$ cat config.mk
export PLATFORM = sky130hd
export DESIGN_NAME = tsbie_top
export DESIGN_NICKNAME = d
export VERILOG_FILES = /design/src/hw/tsbie_pkg.sv /design/src/hw/tsbie_sticky.sv /design/src/hw/tsbie_top.sv
export SDC_FILE = /design/constraint.sdc
export NUM_CORES = 1
export LEC_CHECK = 0
export ABC_AREA = 1
export BUFFER_PORTS_ARGS = -buffer_cell sky130_fd_sc_hd__buf_2
export CORE_ASPECT_RATIO = 1.2
export CORE_MARGIN = 3
export CORE_UTILIZATION = 56
export DETAILED_ROUTE_END_ITERATION = 8
export GPL_ROUTABILITY_DRIVEN = 0
export PLACE_DENSITY = 0.91
export SETUP_SLACK_MARGIN = 0.02
export SLEW_MARGIN = 20
export SYNTH_ARGS = -nofsm -noshare
export SYNTH_HDL_FRONTEND = slang
export SYNTH_SLANG_ARGS = --single-unit
$ cat constraint.sdc
create_clock -name sys_clk_i -period 2.67 [get_ports sys_clk_i]
set_clock_uncertainty 0.05 [all_clocks]
set_input_delay 0.267 -clock sys_clk_i [delete_from_list [all_inputs] [get_ports sys_clk_i]]
set_output_delay 0.267 -clock sys_clk_i [all_outputs]
set_load 0.01 [all_outputs]
$ cat src/hw/tsbie_pkg.sv
// Package of offsets, field positions and reset values for the tx slip interrupt enables
package tsbie_pkg;

    // ********************************************************
    // Register bus geometry
    // ********************************************************
    localparam int unsigned ADDR_W = 8;
    localparam int unsigned DATA_W = 8;

    // ********************************************************
    // Register offsets
    // ********************************************************
    localparam logic [ADDR_W-1:0] OFS_STATUS    = 8'h08; // Slip buffer interrupt status
    localparam logic [ADDR_W-1:0] OFS_ENABLE    = 8'h09; // Slip buffer interrupt enable
    localparam logic [ADDR_W-1:0] OFS_OVF_COUNT = 8'h10; // Frames deleted, saturating
    localparam logic [ADDR_W-1:0] OFS_UNF_COUNT = 8'h11; // Frames repeated, saturating

    // ********************************************************
    // Field positions, shared by status and enable
    // ********************************************************
    localparam int unsigned BIT_TX_OVERFLOW = 7;
    localparam int unsigned BIT_TX_UNDERFLOW = 6;
    localparam int unsigned BIT_TX_SLIP      = 5;
    localparam int unsigned TX_FIELD_LSB     = 5;
    localparam int unsigned TX_FIELD_W       = 3;

    // Index of each event inside the three-bit transmit field
    localparam int unsigned IDX_SLIP      = BIT_TX_SLIP - TX_FIELD_LSB;
    localparam int unsigned IDX_UNDERFLOW = BIT_TX_UNDERFLOW - TX_FIELD_LSB;
    localparam int unsigned IDX_OVERFLOW  = BIT_TX_OVERFLOW - TX_FIELD_LSB;

    // ********************************************************
    // Reset values
    // ********************************************************
    localparam logic [TX_FIELD_W-1:0] RST_ENABLE = 3'h0;
    localparam logic [TX_FIELD_W-1:0] RST_STATUS = 3'h0;
    localparam logic [DATA_W-1:0]     RST_RDATA  = 8'h00;

endpackage

$ cat src/hw/tsbie_sticky.sv
// Sticky event flags with read and write-one clear, set winning over clear
`timescale 1ns/100ps

module tsbie_sticky
    import tsbie_pkg::*;
#(
    parameter int unsigned WIDTH = 3
) (
    input  wire logic             sys_clk_i,  // System clock
    input  wire logic             sys_rst_i,  // Synchronous reset, active high
    input  wire logic [WIDTH-1:0] set_i,      // Event pulses, one per flag
    input  wire logic [WIDTH-1:0] clr_i,      // Clear request, one per flag
    output logic      [WIDTH-1:0] flag_o      // Sticky flags
);

    typedef struct packed {
        logic [WIDTH-1:0] flag;
    } tsbie_sticky_t;

    tsbie_sticky_t st;
    tsbie_sticky_t next_st;

    // Clear first, then set, so an event in the clearing cycle is kept
    always_comb begin
        next_st      = st;
        next_st.flag = (st.flag & ~clr_i) | set_i;
    end

    // State register
    always_ff @(posedge sys_clk_i) begin
        if (sys_rst_i) begin
            st.flag <= WIDTH'(RST_STATUS);
        end else begin
            st <= next_st;
        end
    end

    assign flag_o = st.flag;

endmodule

$ cat src/hw/tsbie_top.sv
// Transmit slip buffer interrupt enables, status flags and slip actions
//
// Chosen here: strobed register access and the placing of the registers.
`timescale 1ns/100ps

module tsbie_top
    import tsbie_pkg::*;
#(
    parameter int unsigned CNT_W = 8
) (
    input  wire logic              sys_clk_i,      // System clock, 20 MHz
    input  wire logic              sys_rst_i,      // Synchronous reset, active high
    input  wire logic [ADDR_W-1:0] addr_i,         // Register address
    input  wire logic [DATA_W-1:0] wr_data_i,      // Register write data
    input  wire logic              wr_i,           // Write strobe
    input  wire logic              rd_i,           // Read strobe
    output logic      [DATA_W-1:0] rd_data_o,      // Read data, cycle after strobe
    input  wire logic              tx_buf_full_i,  // Tx slip buffer is full
    input  wire logic              tx_buf_empty_i, // Tx slip buffer is empty
    input  wire logic              tx_buf_wr_i,    // Write into tx slip buffer
    input  wire logic              tx_buf_rd_i,    // Read from tx slip buffer
    output logic                   drop_frame_o,   // Pulse: delete one frame
    output logic                   rpt_frame_o,    // Pulse: repeat one frame
    output logic                   irq_o           // Interrupt, level, active high
);

    // ********************************************************
    // Local types and state
    // ********************************************************
    typedef struct packed {
        logic [TX_FIELD_W-1:0] enable;     // Bits 7..5 of the enable register
        logic [DATA_W-1:0]     rd_data;    // Registered read answer
        logic                  irq;        // Registered interrupt level
        logic                  drop;       // Frame delete pulse
        logic                  rpt;        // Frame repeat pulse
        logic                  full_q;     // Previous full level
        logic                  empty_q;    // Previous empty level
        logic [CNT_W-1:0]      ovf_count;  // Deleted frames
        logic [CNT_W-1:0]      unf_count;  // Repeated frames
    } tsbie_state_t;

    tsbie_state_t st;
    tsbie_state_t next_st;

    logic [TX_FIELD_W-1:0] flag_set;
    logic [TX_FIELD_W-1:0] flag_clr;
    logic [TX_FIELD_W-1:0] flags;
    logic                  ovf_evt;
    logic                  unf_evt;
    logic                  full_rise;
    logic                  empty_rise;
    logic                  wr_status;
    logic                  wr_enable;
    logic                  rd_status;

    // ********************************************************
    // Helpers
    // ********************************************************

    // Place the three transmit bits at their positions in a byte
    function automatic logic [DATA_W-1:0] tx_field(input logic [TX_FIELD_W-1:0] f);
        logic [DATA_W-1:0] b;
        b = '0;
        b[TX_FIELD_LSB +: TX_FIELD_W] = f;
        return b;
    endfunction

    // Saturating increment
    function automatic logic [CNT_W-1:0] sat_inc(input logic [CNT_W-1:0] c,
                                                 input logic             en);
        logic [CNT_W-1:0] r;
        r = c;
        if (en && (c != {CNT_W{1'b1}})) begin
            r = c + CNT_W'(1);
        end
        return r;
    endfunction

    // ********************************************************
    // Address decode
    // ********************************************************
    assign wr_status = wr_i && (addr_i == OFS_STATUS);
    assign wr_enable = wr_i && (addr_i == OFS_ENABLE);
    assign rd_status = rd_i && (addr_i == OFS_STATUS);

    // ********************************************************
    // Slip event detection
    // ********************************************************

    // Write into a full buffer deletes a frame
    assign ovf_evt    = tx_buf_full_i && tx_buf_wr_i;
    // Read from an empty buffer repeats a frame
    assign unf_evt    = tx_buf_empty_i && tx_buf_rd_i;
    // Buffer has just become full or empty
    assign full_rise  = tx_buf_full_i && !st.full_q;
    assign empty_rise = tx_buf_empty_i && !st.empty_q;

    // Flag set terms
    always_comb begin
        flag_set                = '0;
        flag_set[IDX_OVERFLOW]  = ovf_evt || full_rise;
        flag_set[IDX_UNDERFLOW] = unf_evt || empty_rise;
        flag_set[IDX_SLIP]      = ovf_evt || unf_evt;
    end

    // Flags clear on a status read or on a written one
    always_comb begin
        flag_clr = '0;
        if (rd_status) begin
            flag_clr = '1;
        end else if (wr_status) begin
            flag_clr = wr_data_i[TX_FIELD_LSB +: TX_FIELD_W];
        end
    end

    // ********************************************************
    // Sticky status flags
    // ********************************************************
    tsbie_sticky #(
        .WIDTH (TX_FIELD_W)
    ) u_flags (
        .sys_clk_i (sys_clk_i),
        .sys_rst_i (sys_rst_i),
        .set_i     (flag_set),
        .clr_i     (flag_clr),
        .flag_o    (flags)
    );

    // ********************************************************
    // Next state
    // ********************************************************
    always_comb begin
        next_st         = st;
        next_st.full_q  = tx_buf_full_i;
        next_st.empty_q = tx_buf_empty_i;

        // Slip actions to the buffer datapath
        next_st.drop = ovf_evt;
        next_st.rpt  = unf_evt;

        // Slip counters
        next_st.ovf_count = sat_inc(st.ovf_count, ovf_evt);
        next_st.unf_count = sat_inc(st.unf_count, unf_evt);

        // Only bits 7..5 are stored; reserved and low bits are dropped
        if (wr_enable) begin
            next_st.enable = wr_data_i[TX_FIELD_LSB +: TX_FIELD_W];
        end

        // Read answer, valid only in the cycle after the strobe
        next_st.rd_data = RST_RDATA;
        if (rd_i) begin
            unique case (addr_i)
                OFS_STATUS:    next_st.rd_data = tx_field(flags);
                OFS_ENABLE:    next_st.rd_data = tx_field(st.enable);
                OFS_OVF_COUNT: next_st.rd_data = DATA_W'(st.ovf_count);
                OFS_UNF_COUNT: next_st.rd_data = DATA_W'(st.unf_count);
                default:       next_st.rd_data = RST_RDATA;
            endcase
        end

        // Each enable gates its own flag onto the interrupt
        next_st.irq = |(flags & st.enable);
    end

    // ********************************************************
    // State register
    // ********************************************************
    always_ff @(posedge sys_clk_i) begin
        if (sys_rst_i) begin
            st.enable    <= RST_ENABLE;
            st.rd_data   <= RST_RDATA;
            st.irq       <= 1'b0;
            st.drop      <= 1'b0;
            st.rpt       <= 1'b0;
            st.full_q    <= 1'b0;
            st.empty_q   <= 1'b0;
            st.ovf_count <= '0;
            st.unf_count <= '0;
        end else begin
            st <= next_st;
        end
    end

    // ********************************************************
    // Outputs
    // ********************************************************
    assign rd_data_o    = st.rd_data;
    assign drop_frame_o = st.drop;
    assign rpt_frame_o  = st.rpt;
    assign irq_o        = st.irq;

endmodule
Yosys cells after proc, flatten, opt, wreduce, memory -nomap -nowiden

Cells that the tools add are included.
Widths: inputs -> output; s select.

Add/subtract/negate cells: 2
Equal/unequal tests: 6
Multiplexer cells: 3
Bitwise gates (word level): 5
Reduce and logical (&&, ||, !) cells: 16

Operators with widths:

| cell                | number |
|---|---|
| $pmux 8 s4          | 1 |
| $add 8x1->8 const B | 2 |
| $eq 8x4->1 const B  | 2 |
| $eq 8x5->1 const B  | 2 |
| $ne 8x8->1 const B  | 2 |
| $logic_and 1x1->1   | 9 |
| $and 3x3->3         | 2 |
| $mux 3              | 2 |
| $logic_or 1x1->1    | 3 |
| $not 3->3           | 1 |
| $or 3x3->3          | 1 |
| $reduce_or 3->1     | 1 |
| $logic_not 1->1     | 2 |
| $reduce_or 2->1     | 1 |
| $not 1->1           | 1 |

Register bits: 35
Input port bits: 24
Output and inout bits: 11

Depth between registers and ports, before layout

Word-level depth: 7
Mapped depth: 9
Depth with buffers taken out: 9

Hierarchy

A second synthesis with hierarchy kept.

Cell total of the unflattened synthesis: 278
Area, all modules: 1,939.4 µm²

Modules (own cells, without submodules):

| module       | times used | cells an instance | area an instance (µm²) | seq. area each (µm²) |
|---|---|---|---|---|
| tsbie_top    | 1          | 263               | 1,830.5                | 640.6 |
| tsbie_sticky | 1          | 15                | 108.9                  | 60.1 |

Worst setup path before layout

No wires, ideal clock.

Path kind: reg2reg
Start point: reg st[8] (netlist bit)
End point: reg st[15] (netlist bit)
Data arrival time: 1.102 ns
Data required time: 2.507 ns
Setup slack: 1.406 ns
Stages on the path, launching flop included: 10
Buffers on the path: 0
Period minus slack after synthesis: 1.264 ns
Path through: dfxtp_1 -> ha_1 -> nand2_1 -> nor2_1 -> nand2_1 -> nand2_2 -> nor2_1 -> nand2_1 -> nand2_1 -> nor2_1

Longest elaborated chain between the ends: 2
Elaborated cells on any way between the ends: 3
Classes of those cells: 1 x add/sub; 1 x eq/ne; 1 x reduce/logical

Ends and longest elaborated chain:

| what                                                | line             | RTL |
|---|---|---|
| start, declared                                     | tsbie_top.sv:42  | `tsbie_state_t st;` |
| start signal, assigned                              | tsbie_top.sv:181 | `st <= next_st;` |
| branches (longest 2 deep; another with $add 8x1->8) | -                |  |

Parallel ways; which one is timed is not known.
A chain may end at the register's enable or synchronous reset.

Final worst setup path

Same ends and word-level chain as after synthesis.

==> out/qor.yml <==
fin_crit_ps: 1470
synthMuxAreaShare_pct: 0
p_leak_nw: 0.845
grt_pass1_wl_microns: 5930
clk_latency_ps: 330
post_drt_wl_per_cell_microns: 10.8
mostFrequentLayoutCells: "nand2_1 (62), dfxtp_1 (35), nor2_1 (30), buf_2 (29), inv_1 (26)"
grt_overflow: 0
hold_viol: 0
cpPeakStageDelay_ps: 350
relSlewSlack_pct: 72.7
cts_tree: "built"
critPathRequiredTime_ps: 2870
path_max_fanout: 8
clockBufferDepth: 2
routed-via-count: 1639
synth_cell_types: 29
viasPerCell: 5.12
num_rows: 22
synthXorXnorAreaFrac_pct: 0.482
die_area_sq_mm: 0.00397
cts-root-buf: "clkbuf_4"
synthCells: 258
synth_edf_count: 0
worstSetupPathType: "register to register"
p_per_area_mw_per_mm2: 467
antenna_found_initial: 0
drtIter0Drc: 53
p_total_w: 0.000936
period_share_pct: 55.0
htree_levels: 2
grt_pass1_vias: 1452
numCtsBuffers: 5
syn_nets: 284
drive_gt1_share_pct: 24.3
synth_compound_area_share_pct: 8.95
fmax_mhz: 681
status: "completed"
holdBufCountCts: 0
synth.avg_cell_area_sq_um: 7.04
grtUsageTotal_pct: 19.6
synthAdderAreaFrac_pct: 1.38
cp-end-kind: "register"
drv_slew: 0
die_x_microns: 58.0
synth_top_family_by_area: "simple AND/OR/NAND/NOR gates"
synthSimpleGateAreaFrac_pct: 40.4
final-setup-viol-count: 0
firstDrtPassIters: 4
hold_class: "input pin to register"
ys_ff_latch: 35
drc: 0
postRouteAntennaNets: 0
ios: 35
hold_depth: 3
yosys_warnings: 0
die_h_microns: 68.4
seq_area_sq_um: 701
ff2ff_path_depth: 9
nets: 309
wl_microns: 3460
final_common_cell: "nand2_1"
syn_area_sq_mm: 0.00182
antenna_cells: 0
yosysSeqAreaShare_pct: 38.6
cap_violations: 0
clk_pin_slew_ps: 100
crit_slowest_cell: "dfxtp_1"
dominantRegCellSynth: "dfxtp_1"
async_flop_share_pct: 0
fin_tns_setup_ps: 0
grt_max_degree: 17
critPathLaunchType: "register"
cp_common_cell: "nand2_1"
multi_input_area_sq_um: 931
arrival_ps: 1660
cts_resized: 0
syn_to_final_growth_pct: 10.3
coreArea_sq_mm: 0.00308
cts_setup_buffers: 0
start_util_pct: 58.9
ir_drop_v: 0.000323
rsz0062_at_grt: "false"
worst_pin_slew_ps: 409
hpwl_microns: 2590
portBuffers: 29
path_cells: "ha_1 > nand2_1 > nor2_1 > nand2_1 > nand2_2 > nor2_1 > nand2_1 > nand2_1 > nor2_1"
fill_cells: 283
cts_sinks: 35
cell families (layout without fill, tap and decap cells):
logic type               Yosys count  in the layout
AND/OR/NAND/NOR                  149            149
buffers and inverters             41             67
flip-flops                        35             35
AO/OA/AOI/OAI                     30             30
adder cells (fa/ha/maj)            2              2
XOR/XNOR                           1              1
state kept, by name, summed over array words and instances, names as in the netlist:
signal and cells:
u_flags.flag_o 3, st 21, rpt_frame_o 1, drop_frame_o 1, irq_o 1, rd_data_o 8
cell type report:
class / instances / area share [%]
clock buffers: 8 / 3.44
inverters: 30 / 5.62
multi-input cells: 182 / 46.5
flip-flops and latches: 35 / 35.0
well taps: 36 / 2.25
repair buffers: 29 / 7.25
per-layer routing:
| layer | track usage, % | wire length (microns) | up-vias |
|---|---|---|---|
| li1 | - | - | 858 |
| met1 | 21.0 | 1400 | 738 |
| met2 | 35.3 | 1820 | 36 |
| met3 | 4.91 | 167 | 7 |
| met4 | 10.1 | 71 | 0 |
| met5 | 0 | 0 | - |
Yosys cell counts (3+ instances only):
master | count | area share, %
nand2_4 | 3 | 1.9
buf_4 | 8 | 3.3
inv_2 | 3 | 0.62
nand3_1 | 19 | 5.2
nor3_1 | 5 | 1.4
nand2_2 | 3 | 1.0
nor2_4 | 5 | 3.1
nand2_1 | 62 | 13
nand4_1 | 3 | 1.0
o21ai_0 | 12 | 3.3
nor2_2 | 13 | 4.5
nor2_1 | 30 | 6.2
inv_1 | 26 | 5.4
a21oi_1 | 12 | 3.3
dfxtp_1 | 35 | 39
per-stage QoR:
stage                     hold WS [ps]  util, %  worst slack (ps)  area (sq um)  std cells
final                              105     65.0              1200          2000        320
after CTS                         89.2     65.0              1230          2000        320
after floorplan                    342        -              1410          1820        258
after detailed placement           425     62.7              1240          1930        312
after global routing               103     65.0              1070          2000        320
after global placement             422     62.7              1300          1930        312
critical path, delay by kind of cell (launching register included):
family                   cells  cell delay [ps]
AND/OR/NAND/NOR              8              760
flip-flops                   1              350
adder cells (fa/ha/maj)      1              220
final timing paths:
path,slack [ps],start,end
worst max-delay path,1200,st[8],st[15]
worst min register to register,440,st[29],st[29]
worst min-delay path,100,tx_buf_full_i,st[17]
worst max register to register,1200,st[8],st[15]
where the power goes:
part / internal (W) / switching, W
registers: 0.000533 / 0.00000758
logic: 0.0000258 / 0.0000443
clock network: 0.000155 / 0.000171
total: 0.000713 / 0.000223
Power figures use the tool's default switching activity.
